$ cat src/core/dpm_pkg.sv
package dpm_pkg;

  // port geometry
  localparam int NPORTS = 2;
  localparam int PORT_LEFT = 0;
  localparam int PORT_RIGHT = 1;
  localparam int ADDR_W = 19;
  localparam int BE_W = 2;

  // layout of one port's pins inside the synchroniser vector
  localparam int PIN_CLK = 0;
  localparam int PIN_RW = 1;
  localparam int PIN_CE0_N = 2;
  localparam int PIN_CE1 = 3;
  localparam int PIN_CMS = 4;
  localparam int PIN_CLR_N = 5;
  localparam int PIN_ADS_N = 6;
  localparam int PIN_CEN_N = 7;
  localparam int PIN_WRAP = 8;
  localparam int PIN_BE_LO = 9;
  localparam int PIN_ADDR_LO = 11;
  localparam int PIN_W = 30;

  // mailbox locations: the two highest words of the array
  localparam logic [18:0] MBOX_ADDR_LEFT = 19'h7fffe;
  localparam logic [18:0] MBOX_ADDR_RIGHT = 19'h7ffff;

  // values after master reset, and the byte-enable pattern with no lane on
  localparam logic [18:0] COUNTER_RESET = 19'h00000;
  localparam logic [18:0] MASK_RESET = 19'h7ffff;
  localparam logic [1:0] BE_NONE_N = 2'h3;

  // apb register map (byte addresses)
  localparam int APB_AW = 8;
  localparam logic [7:0] REG_IRQ_STATUS = 8'h00;
  localparam logic [7:0] REG_IRQ_MASK = 8'h04;
  localparam logic [7:0] REG_FLAGS = 8'h08;
  localparam logic [7:0] REG_PORT_ENABLE = 8'h0c;
  localparam logic [7:0] REG_COUNTER_LEFT = 8'h10;
  localparam logic [7:0] REG_COUNTER_RIGHT = 8'h14;
  localparam logic [7:0] REG_MASK_LEFT = 8'h18;
  localparam logic [7:0] REG_MASK_RIGHT = 8'h1c;
  localparam logic [7:0] REG_MIRROR_LEFT = 8'h20;
  localparam logic [7:0] REG_MIRROR_RIGHT = 8'h24;

  // interrupt status bits: mailbox set per port, counter wrap per port
  localparam int IRQ_W = 4;
  localparam int IRQ_MBOX_LO = 0;
  localparam int IRQ_WRAP_LO = 2;
  localparam logic [3:0] IRQ_RESET = 4'h0;
  localparam logic [1:0] PORT_ENABLE_RESET = 2'h3;

endpackage

$ cat src/core/pin_sync3.sv
`timescale 1ns/1ps
module pin_sync3 #(
  parameter int WIDTH = 1
) (
  input wire logic clk_in,
  input wire logic rst_n_in,
  input wire logic [WIDTH-1:0] async_in,
  output logic [WIDTH-1:0] settled_out
);

  logic [WIDTH-1:0] stage1;
  logic [WIDTH-1:0] stage2;
  logic [WIDTH-1:0] stage3;

  always_ff @(posedge clk_in or negedge rst_n_in) begin
    if (!rst_n_in) begin
      stage1 <= '0;
      stage2 <= '0;
      stage3 <= '0;
    end else begin
      stage1 <= async_in;
      stage2 <= stage1;
      stage3 <= stage2;
    end
  end

  // a bit only moves once the second and third stages agree
  genvar i;
  generate
    for (i = 0; i < WIDTH; i++) begin : g_bit
      always_ff @(posedge clk_in or negedge rst_n_in) begin
        if (!rst_n_in) begin
          settled_out[i] <= 1'b0;
        end else if (stage2[i] == stage3[i]) begin
          settled_out[i] <= stage3[i];
        end
      end
    end
  endgenerate

endmodule

$ cat src/core/dpm_port_ctrl.sv
`timescale 1ns/1ps
// Behaviour
// - a write by the other port to a port's mailbox drives its interrupt low
// - the owner reading its own mailbox returns its interrupt high
// - the two highest addresses are mailboxes, one per port
// - counter wrap interrupt goes low when increment makes unmasked bits all ones
// - at maximum count with wrap select low, increment clears unmasked bits
// - at maximum count with wrap select high, increment reloads from mirror
// - master reset acts asynchronously and on both ports together
// - master reset zeroes counters, sets masks to ones, raises both ports' mailbox and wrap interrupts
// - counter select high: clear, load, readback, increment or hold by strobes
// - counter select low: mask reset, mask load or mask readback by strobes
// - right mailbox at 7ffff, left mailbox at 7fffe
module dpm_port_ctrl
  import dpm_pkg::*;
(
  input wire logic REF_CLK_IN,
  input wire logic RSTN_IN,
  input wire logic MASTER_RESET_N_IN,
  input wire logic PSEL_IN,
  input wire logic PENABLE_IN,
  input wire logic PWRITE_IN,
  input wire logic [7:0] PADDR_IN,
  input wire logic [31:0] PWDATA_IN,
  output logic [31:0] PRDATA_OUT,
  output logic PREADY_OUT,
  output logic PSLVERR_OUT,
  output logic IRQ_OUT,
  input wire logic [1:0] PORT_CLK_IN,
  input wire logic [1:0][18:0] ADDR_IN,
  output logic [1:0][18:0] ADDR_OUT,
  output logic [1:0] ADDR_OE_OUT,
  input wire logic [1:0] READ_WRITE_IN,
  input wire logic [1:0][1:0] BYTE_ENABLE_N_IN,
  input wire logic [1:0] CHIP_ENABLE0_N_IN,
  input wire logic [1:0] CHIP_ENABLE1_IN,
  input wire logic [1:0] COUNTER_MASK_SELECT_IN,
  input wire logic [1:0] COUNTER_CLEAR_N_IN,
  input wire logic [1:0] ADDRESS_LOAD_STROBE_N_IN,
  input wire logic [1:0] COUNTER_ENABLE_N_IN,
  input wire logic [1:0] WRAP_MODE_SELECT_IN,
  output logic [1:0] MAILBOX_INT_N_OUT,
  output logic [1:0] COUNTER_WRAP_IRQ_N_OUT
);

  logic [1:0] rst_sync;
  logic rst_n;
  logic [1:0] master_reset_n_sync;
  logic port_rst_n;
  logic [NPORTS*PIN_W-1:0] pins_raw;
  logic [NPORTS*PIN_W-1:0] pins;
  logic [NPORTS-1:0] clk_seen;
  logic [NPORTS-1:0] port_edge;
  logic [NPORTS-1:0] access_ok;
  logic [NPORTS-1:0] wr_other_mbox;
  logic [NPORTS-1:0] rd_own_mbox;
  logic [NPORTS-1:0] wrap_hit;
  logic [NPORTS-1:0] port_enable;
  logic [ADDR_W-1:0] counter [NPORTS];
  logic [ADDR_W-1:0] mask_reg [NPORTS];
  logic [ADDR_W-1:0] mirror [NPORTS];
  logic [IRQ_W-1:0] irq_status;
  logic [IRQ_W-1:0] irq_mask;
  logic [IRQ_W-1:0] irq_event;
  logic apb_access;
  logic apb_write;
  logic [31:0] next_rdata;
  logic next_slverr;

  // apb state answers to system reset only, so it survives a master reset
  // system reset: asynchronous assert, released through two flops
  always_ff @(posedge REF_CLK_IN or negedge RSTN_IN) begin
    if (!RSTN_IN) begin
      rst_sync <= 2'h0;
    end else begin
      rst_sync <= {rst_sync[0], 1'b1};
    end
  end
  assign rst_n = rst_sync[1];

  // master reset hits both ports at once without waiting for any clock;
  // its release is retimed so no port flop leaves reset on a ragged edge
  always_ff @(posedge REF_CLK_IN or negedge MASTER_RESET_N_IN) begin
    if (!MASTER_RESET_N_IN) begin
      master_reset_n_sync <= 2'h0;
    end else begin
      master_reset_n_sync <= {master_reset_n_sync[0], 1'b1};
    end
  end
  assign port_rst_n = rst_n & master_reset_n_sync[1];

  // gather each port's pins for the three-stage synchroniser
  genvar g;
  generate
    for (g = 0; g < NPORTS; g++) begin : g_pack
      assign pins_raw[g*PIN_W+PIN_CLK] = PORT_CLK_IN[g];
      assign pins_raw[g*PIN_W+PIN_RW] = READ_WRITE_IN[g];
      assign pins_raw[g*PIN_W+PIN_CE0_N] = CHIP_ENABLE0_N_IN[g];
      assign pins_raw[g*PIN_W+PIN_CE1] = CHIP_ENABLE1_IN[g];
      assign pins_raw[g*PIN_W+PIN_CMS] = COUNTER_MASK_SELECT_IN[g];
      assign pins_raw[g*PIN_W+PIN_CLR_N] = COUNTER_CLEAR_N_IN[g];
      assign pins_raw[g*PIN_W+PIN_ADS_N] = ADDRESS_LOAD_STROBE_N_IN[g];
      assign pins_raw[g*PIN_W+PIN_CEN_N] = COUNTER_ENABLE_N_IN[g];
      assign pins_raw[g*PIN_W+PIN_WRAP] = WRAP_MODE_SELECT_IN[g];
      assign pins_raw[g*PIN_W+PIN_BE_LO +: BE_W] = BYTE_ENABLE_N_IN[g];
      assign pins_raw[g*PIN_W+PIN_ADDR_LO +: ADDR_W] = ADDR_IN[g];
    end
  endgenerate

  // limitation: each port clock phase must last four system cycles or more
  // port clock and its pins share one pipeline, so data stays aligned to its edge
  pin_sync3 #(
    .WIDTH(NPORTS*PIN_W)
  ) u_pin_sync (
    .clk_in(REF_CLK_IN),
    .rst_n_in(rst_n),
    .async_in(pins_raw),
    .settled_out(pins)
  );

  generate
    for (g = 0; g < NPORTS; g++) begin : g_port
      logic rw;
      logic ce;
      logic cms;
      logic clr_n;
      logic ads_n;
      logic cen_n;
      logic wrap_sel;
      logic [BE_W-1:0] be_n;
      logic [ADDR_W-1:0] addr;
      logic [ADDR_W-1:0] access_addr;
      logic [ADDR_W-1:0] own_mbox;
      logic [ADDR_W-1:0] other_mbox;
      logic [ADDR_W-1:0] step;
      logic [ADDR_W-1:0] next_inc;
      logic [ADDR_W-1:0] counted;
      logic [ADDR_W-1:0] next_counter;
      logic at_max;
      logic do_inc;

      assign rw = pins[g*PIN_W+PIN_RW];
      assign ce = ~pins[g*PIN_W+PIN_CE0_N] & pins[g*PIN_W+PIN_CE1];
      assign cms = pins[g*PIN_W+PIN_CMS];
      assign clr_n = pins[g*PIN_W+PIN_CLR_N];
      assign ads_n = pins[g*PIN_W+PIN_ADS_N];
      assign cen_n = pins[g*PIN_W+PIN_CEN_N];
      assign wrap_sel = pins[g*PIN_W+PIN_WRAP];
      assign be_n = pins[g*PIN_W+PIN_BE_LO +: BE_W];
      assign addr = pins[g*PIN_W+PIN_ADDR_LO +: ADDR_W];

      // rising edge of this port's own clock; nothing else advances the port
      always_ff @(posedge REF_CLK_IN or negedge port_rst_n) begin
        if (!port_rst_n) begin
          clk_seen[g] <= 1'b0;
        end else begin
          clk_seen[g] <= pins[g*PIN_W+PIN_CLK];
        end
      end
      assign port_edge[g] = pins[g*PIN_W+PIN_CLK] & ~clk_seen[g];

      // the array is addressed by the pins while the load strobe is low, else by the counter
      assign access_addr = ads_n ? counter[g] : addr;
      assign own_mbox = (g == PORT_RIGHT) ? MBOX_ADDR_RIGHT : MBOX_ADDR_LEFT;
      assign other_mbox = (g == PORT_RIGHT) ? MBOX_ADDR_LEFT : MBOX_ADDR_RIGHT;
      // other-mailbox reads and own-mailbox writes touch neither flag
      // an access needs chip enable and at least one byte lane
      assign access_ok[g] = port_edge[g] & ce & (be_n != BE_NONE_N);
      assign wr_other_mbox[g] = access_ok[g] & ~rw & (access_addr == other_mbox);
      assign rd_own_mbox[g] = access_ok[g] & rw & (access_addr == own_mbox);

      // increment steps by the lowest unmasked bit, so masking bit 0 alone counts by two
      assign step = mask_reg[g] & (~mask_reg[g] + 19'h00001);
      // at_max looks at the count before this increment
      assign at_max = (counter[g] & mask_reg[g]) == mask_reg[g];
      // masked bits never move; the carry out of the top unmasked bit is dropped
      assign counted = ((counter[g] & mask_reg[g]) + step) & mask_reg[g];
      always_comb begin
        next_inc = (counter[g] & ~mask_reg[g]) | counted;
        if (at_max) begin
          if (wrap_sel) begin
            next_inc = mirror[g];
          end else begin
            next_inc = counter[g] & ~mask_reg[g];
          end
        end
      end
      assign do_inc = port_edge[g] & port_enable[g] & cms & clr_n & ads_n & ~cen_n;
      // a reload from the mirror may itself land on all ones and flag again
      assign wrap_hit[g] = do_inc & ((next_inc & mask_reg[g]) == mask_reg[g]);
      // counter clear keeps the masked bits
      assign next_counter = counter[g] & ~mask_reg[g];

      // counter and mirror: mirror follows every load and counter clear
      always_ff @(posedge REF_CLK_IN or negedge port_rst_n) begin
        if (!port_rst_n) begin
          counter[g] <= COUNTER_RESET;
          mirror[g] <= COUNTER_RESET;
        end else if (port_edge[g] && port_enable[g] && cms) begin
          if (!clr_n) begin
            counter[g] <= next_counter;
            mirror[g] <= next_counter;
          end else if (!ads_n && !cen_n) begin
            counter[g] <= addr;
            mirror[g] <= addr;
          end else if (ads_n && !cen_n) begin
            counter[g] <= next_inc;
          end
        end
      end

      // mask operations ignore chip enable, as counter operations do
      always_ff @(posedge REF_CLK_IN or negedge port_rst_n) begin
        if (!port_rst_n) begin
          mask_reg[g] <= MASK_RESET;
        end else if (port_edge[g] && port_enable[g] && !cms) begin
          if (!clr_n) begin
            mask_reg[g] <= MASK_RESET;
          end else if (!ads_n && !cen_n) begin
            mask_reg[g] <= addr;
          end
        end
      end

      // readback drives the address lines until this port's next clock edge
      always_ff @(posedge REF_CLK_IN or negedge port_rst_n) begin
        if (!port_rst_n) begin
          ADDR_OE_OUT[g] <= 1'b0;
          ADDR_OUT[g] <= COUNTER_RESET;
        end else if (port_edge[g]) begin
          ADDR_OE_OUT[g] <= port_enable[g] & clr_n & ~ads_n & cen_n;
          ADDR_OUT[g] <= cms ? counter[g] : mask_reg[g];
        end
      end

      // wrap flag falls when an increment lands on all ones, rises on the next counter change
      always_ff @(posedge REF_CLK_IN or negedge port_rst_n) begin
        if (!port_rst_n) begin
          COUNTER_WRAP_IRQ_N_OUT[g] <= 1'b1;
        end else if (wrap_hit[g]) begin
          COUNTER_WRAP_IRQ_N_OUT[g] <= 1'b0;
        end else if (port_edge[g] && port_enable[g] && cms && (!clr_n || !cen_n)) begin
          COUNTER_WRAP_IRQ_N_OUT[g] <= 1'b1;
        end
      end

      // a set from the other port in the same cycle as the owner's read wins
      always_ff @(posedge REF_CLK_IN or negedge port_rst_n) begin
        if (!port_rst_n) begin
          MAILBOX_INT_N_OUT[g] <= 1'b1;
        end else if (wr_other_mbox[NPORTS-1-g]) begin
          MAILBOX_INT_N_OUT[g] <= 1'b0;
        end else if (rd_own_mbox[g]) begin
          MAILBOX_INT_N_OUT[g] <= 1'b1;
        end
      end

      assign irq_event[IRQ_MBOX_LO+g] = wr_other_mbox[NPORTS-1-g];
      assign irq_event[IRQ_WRAP_LO+g] = wrap_hit[g];
    end
  endgenerate

  // apb: one wait state, answer registered; writes land on the completing edge
  assign apb_access = PSEL_IN & PENABLE_IN;
  // a write commits only on the edge that completes its transfer
  assign apb_write = apb_access & PREADY_OUT & PWRITE_IN;

  always_comb begin
    next_rdata = 32'h00000000;
    next_slverr = 1'b0;
    case (PADDR_IN)
      REG_IRQ_STATUS: next_rdata[IRQ_W-1:0] = irq_status;
      REG_IRQ_MASK: next_rdata[IRQ_W-1:0] = irq_mask;
      REG_FLAGS: next_rdata[3:0] = {COUNTER_WRAP_IRQ_N_OUT, MAILBOX_INT_N_OUT};
      REG_PORT_ENABLE: next_rdata[NPORTS-1:0] = port_enable;
      REG_COUNTER_LEFT: next_rdata[ADDR_W-1:0] = counter[PORT_LEFT];
      REG_COUNTER_RIGHT: next_rdata[ADDR_W-1:0] = counter[PORT_RIGHT];
      REG_MASK_LEFT: next_rdata[ADDR_W-1:0] = mask_reg[PORT_LEFT];
      REG_MASK_RIGHT: next_rdata[ADDR_W-1:0] = mask_reg[PORT_RIGHT];
      REG_MIRROR_LEFT: next_rdata[ADDR_W-1:0] = mirror[PORT_LEFT];
      REG_MIRROR_RIGHT: next_rdata[ADDR_W-1:0] = mirror[PORT_RIGHT];
      // unmapped offsets answer with an error and read as zero
      default: next_slverr = 1'b1;
    endcase
  end

  always_ff @(posedge REF_CLK_IN or negedge rst_n) begin
    if (!rst_n) begin
      PREADY_OUT <= 1'b0;
      PRDATA_OUT <= 32'h00000000;
      PSLVERR_OUT <= 1'b0;
    end else if (apb_access && !PREADY_OUT) begin
      PREADY_OUT <= 1'b1;
      PRDATA_OUT <= PWRITE_IN ? 32'h00000000 : next_rdata;
      PSLVERR_OUT <= next_slverr;
    end else begin
      PREADY_OUT <= 1'b0;
      PRDATA_OUT <= 32'h00000000;
      PSLVERR_OUT <= 1'b0;
    end
  end

  // the mask hides events from the level output only, never from status
  always_ff @(posedge REF_CLK_IN or negedge rst_n) begin
    if (!rst_n) begin
      irq_mask <= IRQ_RESET;
    end else if (apb_write && PADDR_IN == REG_IRQ_MASK) begin
      irq_mask <= PWDATA_IN[IRQ_W-1:0];
    end
  end

  // a disabled port refuses counter and mask operations but keeps its mailbox
  always_ff @(posedge REF_CLK_IN or negedge rst_n) begin
    if (!rst_n) begin
      port_enable <= PORT_ENABLE_RESET;
    end else if (apb_write && PADDR_IN == REG_PORT_ENABLE) begin
      port_enable <= PWDATA_IN[NPORTS-1:0];
    end
  end

  // write one to clear; a new event in the clearing cycle keeps its bit
  always_ff @(posedge REF_CLK_IN or negedge rst_n) begin
    if (!rst_n) begin
      irq_status <= IRQ_RESET;
    end else if (apb_write && PADDR_IN == REG_IRQ_STATUS) begin
      irq_status <= (irq_status & ~PWDATA_IN[IRQ_W-1:0]) | irq_event;
    end else begin
      irq_status <= irq_status | irq_event;
    end
  end

  // registered level, one cycle behind status
  always_ff @(posedge REF_CLK_IN or negedge rst_n) begin
    if (!rst_n) begin
      IRQ_OUT <= 1'b0;
    end else begin
      IRQ_OUT <= |(irq_status & irq_mask);
    end
  end

endmodule

$ cat config.mk
export PLATFORM = sky130hd
export DESIGN_NAME = dpm_port_ctrl
export DESIGN_NICKNAME = d
export VERILOG_FILES = /design/src/core/dpm_pkg.sv /design/src/core/pin_sync3.sv /design/src/core/dpm_port_ctrl.sv
export SDC_FILE = /design/constraint.sdc
export NUM_CORES = 1
export LEC_CHECK = 0
export ABC_AREA = 1
export BUFFER_PORTS_ARGS = -buffer_cell sky130_fd_sc_hd__buf_2
export CAP_MARGIN = 15
export CORE_MARGIN = 2
export CORE_UTILIZATION = 50
export CTS_CLUSTER_DIAMETER = 30
export DETAILED_ROUTE_END_ITERATION = 8
export PLACE_DENSITY_LB_ADDON = 0.25
export RECOVER_POWER = 50
export SLEW_MARGIN = 30
export SYNTH_ARGS = -nofsm -noshare
export SYNTH_HDL_FRONTEND = slang
export SYNTH_HIERARCHICAL = 1
export SYNTH_SLANG_ARGS = --single-unit
export TNS_END_PERCENT = 1
$ cat constraint.sdc
create_clock -name REF_CLK_IN -period 32.7 [get_ports REF_CLK_IN]
set_input_delay 9.81 -clock REF_CLK_IN [delete_from_list [all_inputs] [get_ports REF_CLK_IN]]
set_output_delay 9.81 -clock REF_CLK_IN [all_outputs]
set_load 0.01 [all_outputs]
**After elaboration in Yosys (flattened, before gate mapping)**

Index checks and enable logic that the tools add are counted.

- Bits in registers: 449
- Input port bits: 106
- Logic and storage cells: 319

- Add/subtract/negate cells: 4
- Eq/ne operators: 83
- Muxes and demuxes: 37
- Bitwise logic cells: 67
- Reductions and logical operators: 40

Operators by type and width:

| kind | number |
|---|---|
| two-way mux 19 bit | 21 |
| AND 19 bit | 10 |
| one-hot mux 15 bit (6 select lines) | 1 |
| equality test 19 bit | 4 |
| equality test 19 bit (second input constant) | 4 |
| equality test 1 bit | 60 |
| adder 19 x 1 -> 19 bit (second input constant) | 2 |
| adder 19 bit | 2 |
| AND 1 bit | 38 |
| inverter 19 bit | 2 |
| OR 19 bit | 2 |
| equality test 8 x 5 -> 1 bit (second input constant) | 4 |
| two-way mux 32 bit | 1 |
| one-hot mux 2 bit (10 select lines) | 1 |
| one-hot mux 2 bit (9 select lines) | 1 |
| equality test 8 x 4 -> 1 bit (second input constant) | 2 |
| equality test 8 x 6 -> 1 bit (second input constant) | 2 |
| logical AND 1 bit | 16 |
| AND reduction 2 bit | 6 |
| two-way mux 1 bit | 11 |
| inverter 1 bit | 10 |
| OR reduction 10 bit | 1 |
| logical NOT 1 bit | 9 |
| AND 4 bit | 2 |
| 10 further kinds | 19 |

**Depth between registers and ports, before layout**

- Word-level depth: 12
- Gate-level depth with buffers: 31

**By module**

The synthesis kept the hierarchy.

Modules (own cells, without submodules):

| module | instances | cells an instance | area an instance (um^2) | seq. area each (um^2) |
|---|---|---|---|---|
| dpm_port_ctrl | 1 | 2277 | 14795.4 | 4959.8 |
| pin_sync3 | 1 | 480 | 6981.7 | 6005.8 |

**Worst setup path before layout**

No wires, ideal clock.

- Path type: input -> register
- From: in PADDR_IN[7]
- To: reg PRDATA_OUT[2]
- Data arrival time: 11.073 ns
- Data required time: 32.618 ns
- Slack: 21.545 ns
- Cell stages on the path: 8
- Buffers on the path: 0
- Cells stage by stage: nor2_1 > inv_1 > nor3_1 > nand2_1 > o2111ai_1 > nor3_1 > or2_2 > a31oi_1

- Longest elaborated chain between the ends: 4
- Elaborated cells between the ends (all ways): 12

Ends and longest elaborated chain:

| item | RTL line | source |
|---|---|---|
| start: declaration | dpm_port_ctrl.sv:23 | `input wire logic [7:0] PADDR_IN,` |
| equality test 8 x 6 -> 1 bit (tied with other cells) | dpm_port_ctrl.sv:271 | `case (PADDR_IN)` |
| one-hot mux 2 bit (9 select lines) (*) | dpm_port_ctrl.sv:271 |  |
| two-way mux 19 bit (*) | dpm_port_ctrl.sv:294 | `PRDATA_OUT <= PWRITE_IN ? 32'h00000000 : next_rdata;` |
| two-way mux 32 bit (*) | dpm_port_ctrl.sv:292 | `end else if (apb_access && !PREADY_OUT) begin` |
| end signal: assignment | dpm_port_ctrl.sv:294 |  |
| end: declaration | dpm_port_ctrl.sv:25 | `output logic [31:0] PRDATA_OUT,` |

Every way passes the cells marked *; elsewhere a longest branch is shown, timed or not.
A chain may end at the register's enable or synchronous reset.

**Worst setup path in the final report**

- From: in PADDR_IN[1]
- To: reg PRDATA_OUT[2]

The elaborated chain is that of the path after synthesis.

==> metrics.yaml <==
status:
  status: "finished, violations left"
  violations: "capacitance limit, slew limit"
sta:
  rsz0062_at_grt: "false"
  worst_slack_ns: 21.30
  fin_hold_ws_ns: 0.342
  worstMarginPinSlew_ns: 4.59
  hold_viol: 0
  fmax_ghz: 0.0877
  clock_skew_ns: 0.0262
  setup-tns-final_ns: 0
  slew_viol_final: 397
  period_share_pct: 34.9
  relSlewSlack_pct: -208
  finalSetupViolations: 0
  min_period_ns: 11.40
floorplan:
  rows: 76
  dieHeight_um: 213
  io_pins: 185
  start_util_pct: 50.6
  fp.dieW_um: 213
  dieArea_um2: 45200
  core_area_um2: 43100
global_routing:
  grtUsageMet2_pct: 49.1
  grt_usage_pct: 30.9
  gr-usage-met3_pct: 5.41
  grt_max_degree: 91
  grt_pass1_vias: 19192
  grt-ovfl-total: 0
  groute.layer.met1.usage_pct: 41.2
  antenna_found_initial: 0
  grt_pass1_wl_um: 107000
  busiest_layer: "met2"
worst_setup_path:
  crit_required_ns: 33.22
  worst_setup_path_start_kind: "input pin"
  rrSetupSlack_ns: 26.45
  reg2reg_depth: 2
  worstPathMaxFanout: 15
  critPathArrivalTime_ns: 11.92
  worstReg2RegStart: "rst_sync[1]"
  timing.rr.end: "u_pin_sync/settled_out[49]"
  worst_setup_path_end_kind: "flop"
  crit_type: "input pin to flop"
  crit_start: "PADDR_IN[1]"
  endpoint: "PRDATA_OUT[2]"
placement:
  portBuffers: 143
  dp_hpwl_um: 50100
  place_ws_ns: 20.65
  dp.cells: 3405
  place.gp.congestion: 0.953
yosys:
  synth_cells: 2757
  ys_warn_count: 6
  ys_ff_latch: 436
  async_flop_share_pct: 100
  netlist-cell-type-count: 54
  avgSynthCellArea_um2: 7.90
  ys.flop_type: "dfrtp_1"
  synth_edf_count: 0
  synth_area_um2: 21800
  synth.yosys.seq_area_share_pct: 50.4
route:
  dr.pass1.iters: 6
  num_vias: 19608
  drc: 0
  avgViaCountPerCell: 5.47
  wl_um: 68400
  wl_per_cell_um: 19.1
  drt_iter0_drc: 1634
  ant_nets: 0
finish:
  multi_input_area_um2: 8990
  fin_nets: 3067
  final_layout_size_suffix_gt1_share_pct: 14.5
  area_growth_pct: 21.5
  fillerInstances: 3831
  finalNonFillerCells: 3587
  utilization_pct: 61.4
  register_area_um2: 11000
  n_antenna_cell: 0
clock_tree:
  cts_sinks: 436
  numCtsBuffers: 96
  cts_tree: "done"
  clk_pin_slew_ns: 0.05
  cts_hold_buf: 0
  postCtsSetupRepairBufs: 0
  cts-root-buf: "clkbuf_16"
  cts_buffer_depth: 3
  htree_levels: 3
  cts_resized: 0
  clock_latency_ns: 0.64
power_and_ir_drop:
  ir_drop_mv: 0.0626
  p_leak_nw: 13.1
  pwr_density_cell_nw_per_um2: 66.6
flow_run:
  cap_violations: 7
min_path:
  min_path_type: "flop to flop"
-- Yosys cell counts, types with 29 or more instances --
cell type | n | share of area [%]
nand2_1 | 651 | 11
o211ai_1 | 29 | 1.0
a21oi_1 | 151 | 3.5
clkbuf_1 | 66 | 1.1
dfrtp_1 | 392 | 45
o21ai_0 | 204 | 4.7
dfstp_2 | 44 | 5.3
nor3_1 | 37 | 0.85
nor2_1 | 336 | 5.8
a31oi_1 | 51 | 1.5
nand3_1 | 145 | 3.3
o22ai_1 | 38 | 1.1
ha_1 | 40 | 2.3
inv_1 | 333 | 5.7
-- metal layers --
layer	wire length (µm)	part of all wire, %	vias to the layer above
li1	-	-	9349
met1	29200	43	9333
met2	31400	46	751
met3	4680	6.8	175
met4	3140	4.6	0
met5	0	0	-
-- worst min path at each step --
stage | start | to | slack, ns | cells past startpoint
final | u_pin_sync/stage1[49] | u_pin_sync/stage2[49] | 0.34 | 0
after global routing | u_pin_sync/stage1[20] | u_pin_sync/stage2[20] | 0.35 | 0
after CTS | u_pin_sync/stage1[20] | u_pin_sync/stage2[20] | 0.35 | 0
after detailed placement | u_pin_sync/stage1[8] | u_pin_sync/stage2[8] | 0.34 | 0
after global placement | u_pin_sync/stage1[14] | u_pin_sync/stage2[14] | 0.33 | 0
after floorplan | master_reset_n_sync[0] | master_reset_n_sync[1] | 0.33 | 0
-- power by group --
| group | internal, W | leakage, nW | switching, W | total (W) |
|---|---|---|---|---|
| Clock | 0.000704 | 1.69 | 0.000333 | 0.00104 |
| Combinational | 0.0000378 | 6.31 | 0.0000802 | 0.000118 |
| Sequential | 0.000575 | 5.13 | 0.0000312 | 0.000606 |
-- critical path, stage by stage --
cell and delay [ns]:
buf_2 0.10, nor2_1 0.18, inv_1 0.08, nor3_1 0.40
nand2_1 0.49, nand4_1 0.20, nor3_1 0.10, or2_2 0.32
a31oi_1 0.24
-- area by class of cell --
type / count / area share, %
multi-input combinational: 1859 / 34.0
clock inverter: 68 / 3.73
tap: 585 / 2.77
inverter: 363 / 5.16
timing repair buffer: 163 / 3.19
clock buffer: 113 / 9.71
sequential: 436 / 41.5
-- cells in the final DEF (no fill, tap or decap), types with 11 or more instances in the layout --
| master | n |
|---|---|
| clkinvlp_4 | 15 |
| bufinv_16 | 17 |
| ha_1 | 40 |
| o21ai_0 | 204 |
| o211ai_1 | 29 |
| nor2_1 | 333 |
| nor3_1 | 35 |
| nand3_1 | 145 |
| nand2_1 | 651 |
| buf_4 | 12 |
| conb_1 | 15 |
| a21oi_1 | 149 |
| dfrtp_1 | 392 |
| a221oi_1 | 11 |
| clkbuf_16 | 97 |
| inv_6 | 11 |
| o22ai_1 | 38 |
| a22oi_1 | 11 |
| nor4_1 | 14 |
| nand4_1 | 28 |
| clkbuf_1 | 15 |
| buf_2 | 143 |
| inv_1 | 332 |
| dfstp_2 | 44 |
| inv_2 | 25 |
| a2bb2oi_1 | 11 |
| clkinv_4 | 11 |
| a31oi_1 | 51 |
-- logic make-up (layout without fill, tap and decap cells) --
group,Yosys count,after routing,share of synthesized area [%]
AND/OR/NAND/NOR,1250,1250,23.8
buffers and inverters,475,707,8.75
AO/OA/AOI/OAI,551,551,14.6
XOR/XNOR,1,1,0.0402
adder cells (fa/ha/maj),42,42,2.48
flip-flops,436,436,50.4
other,2,15,0.0345
-- per-stage QoR --
| step | area, µm² | power (W) |
|---|---|---|
| finish | 26500 | 0.00176 |
| global route | 26500 | 0.00182 |
| CTS | 26500 | 0.00177 |
| detailed placement | 22900 | 0.000731 |
| global placement | 22900 | 0.000727 |
| floorplan | 21800 | 0.000677 |
No activity file was read; power rests on OpenSTA's default activity.
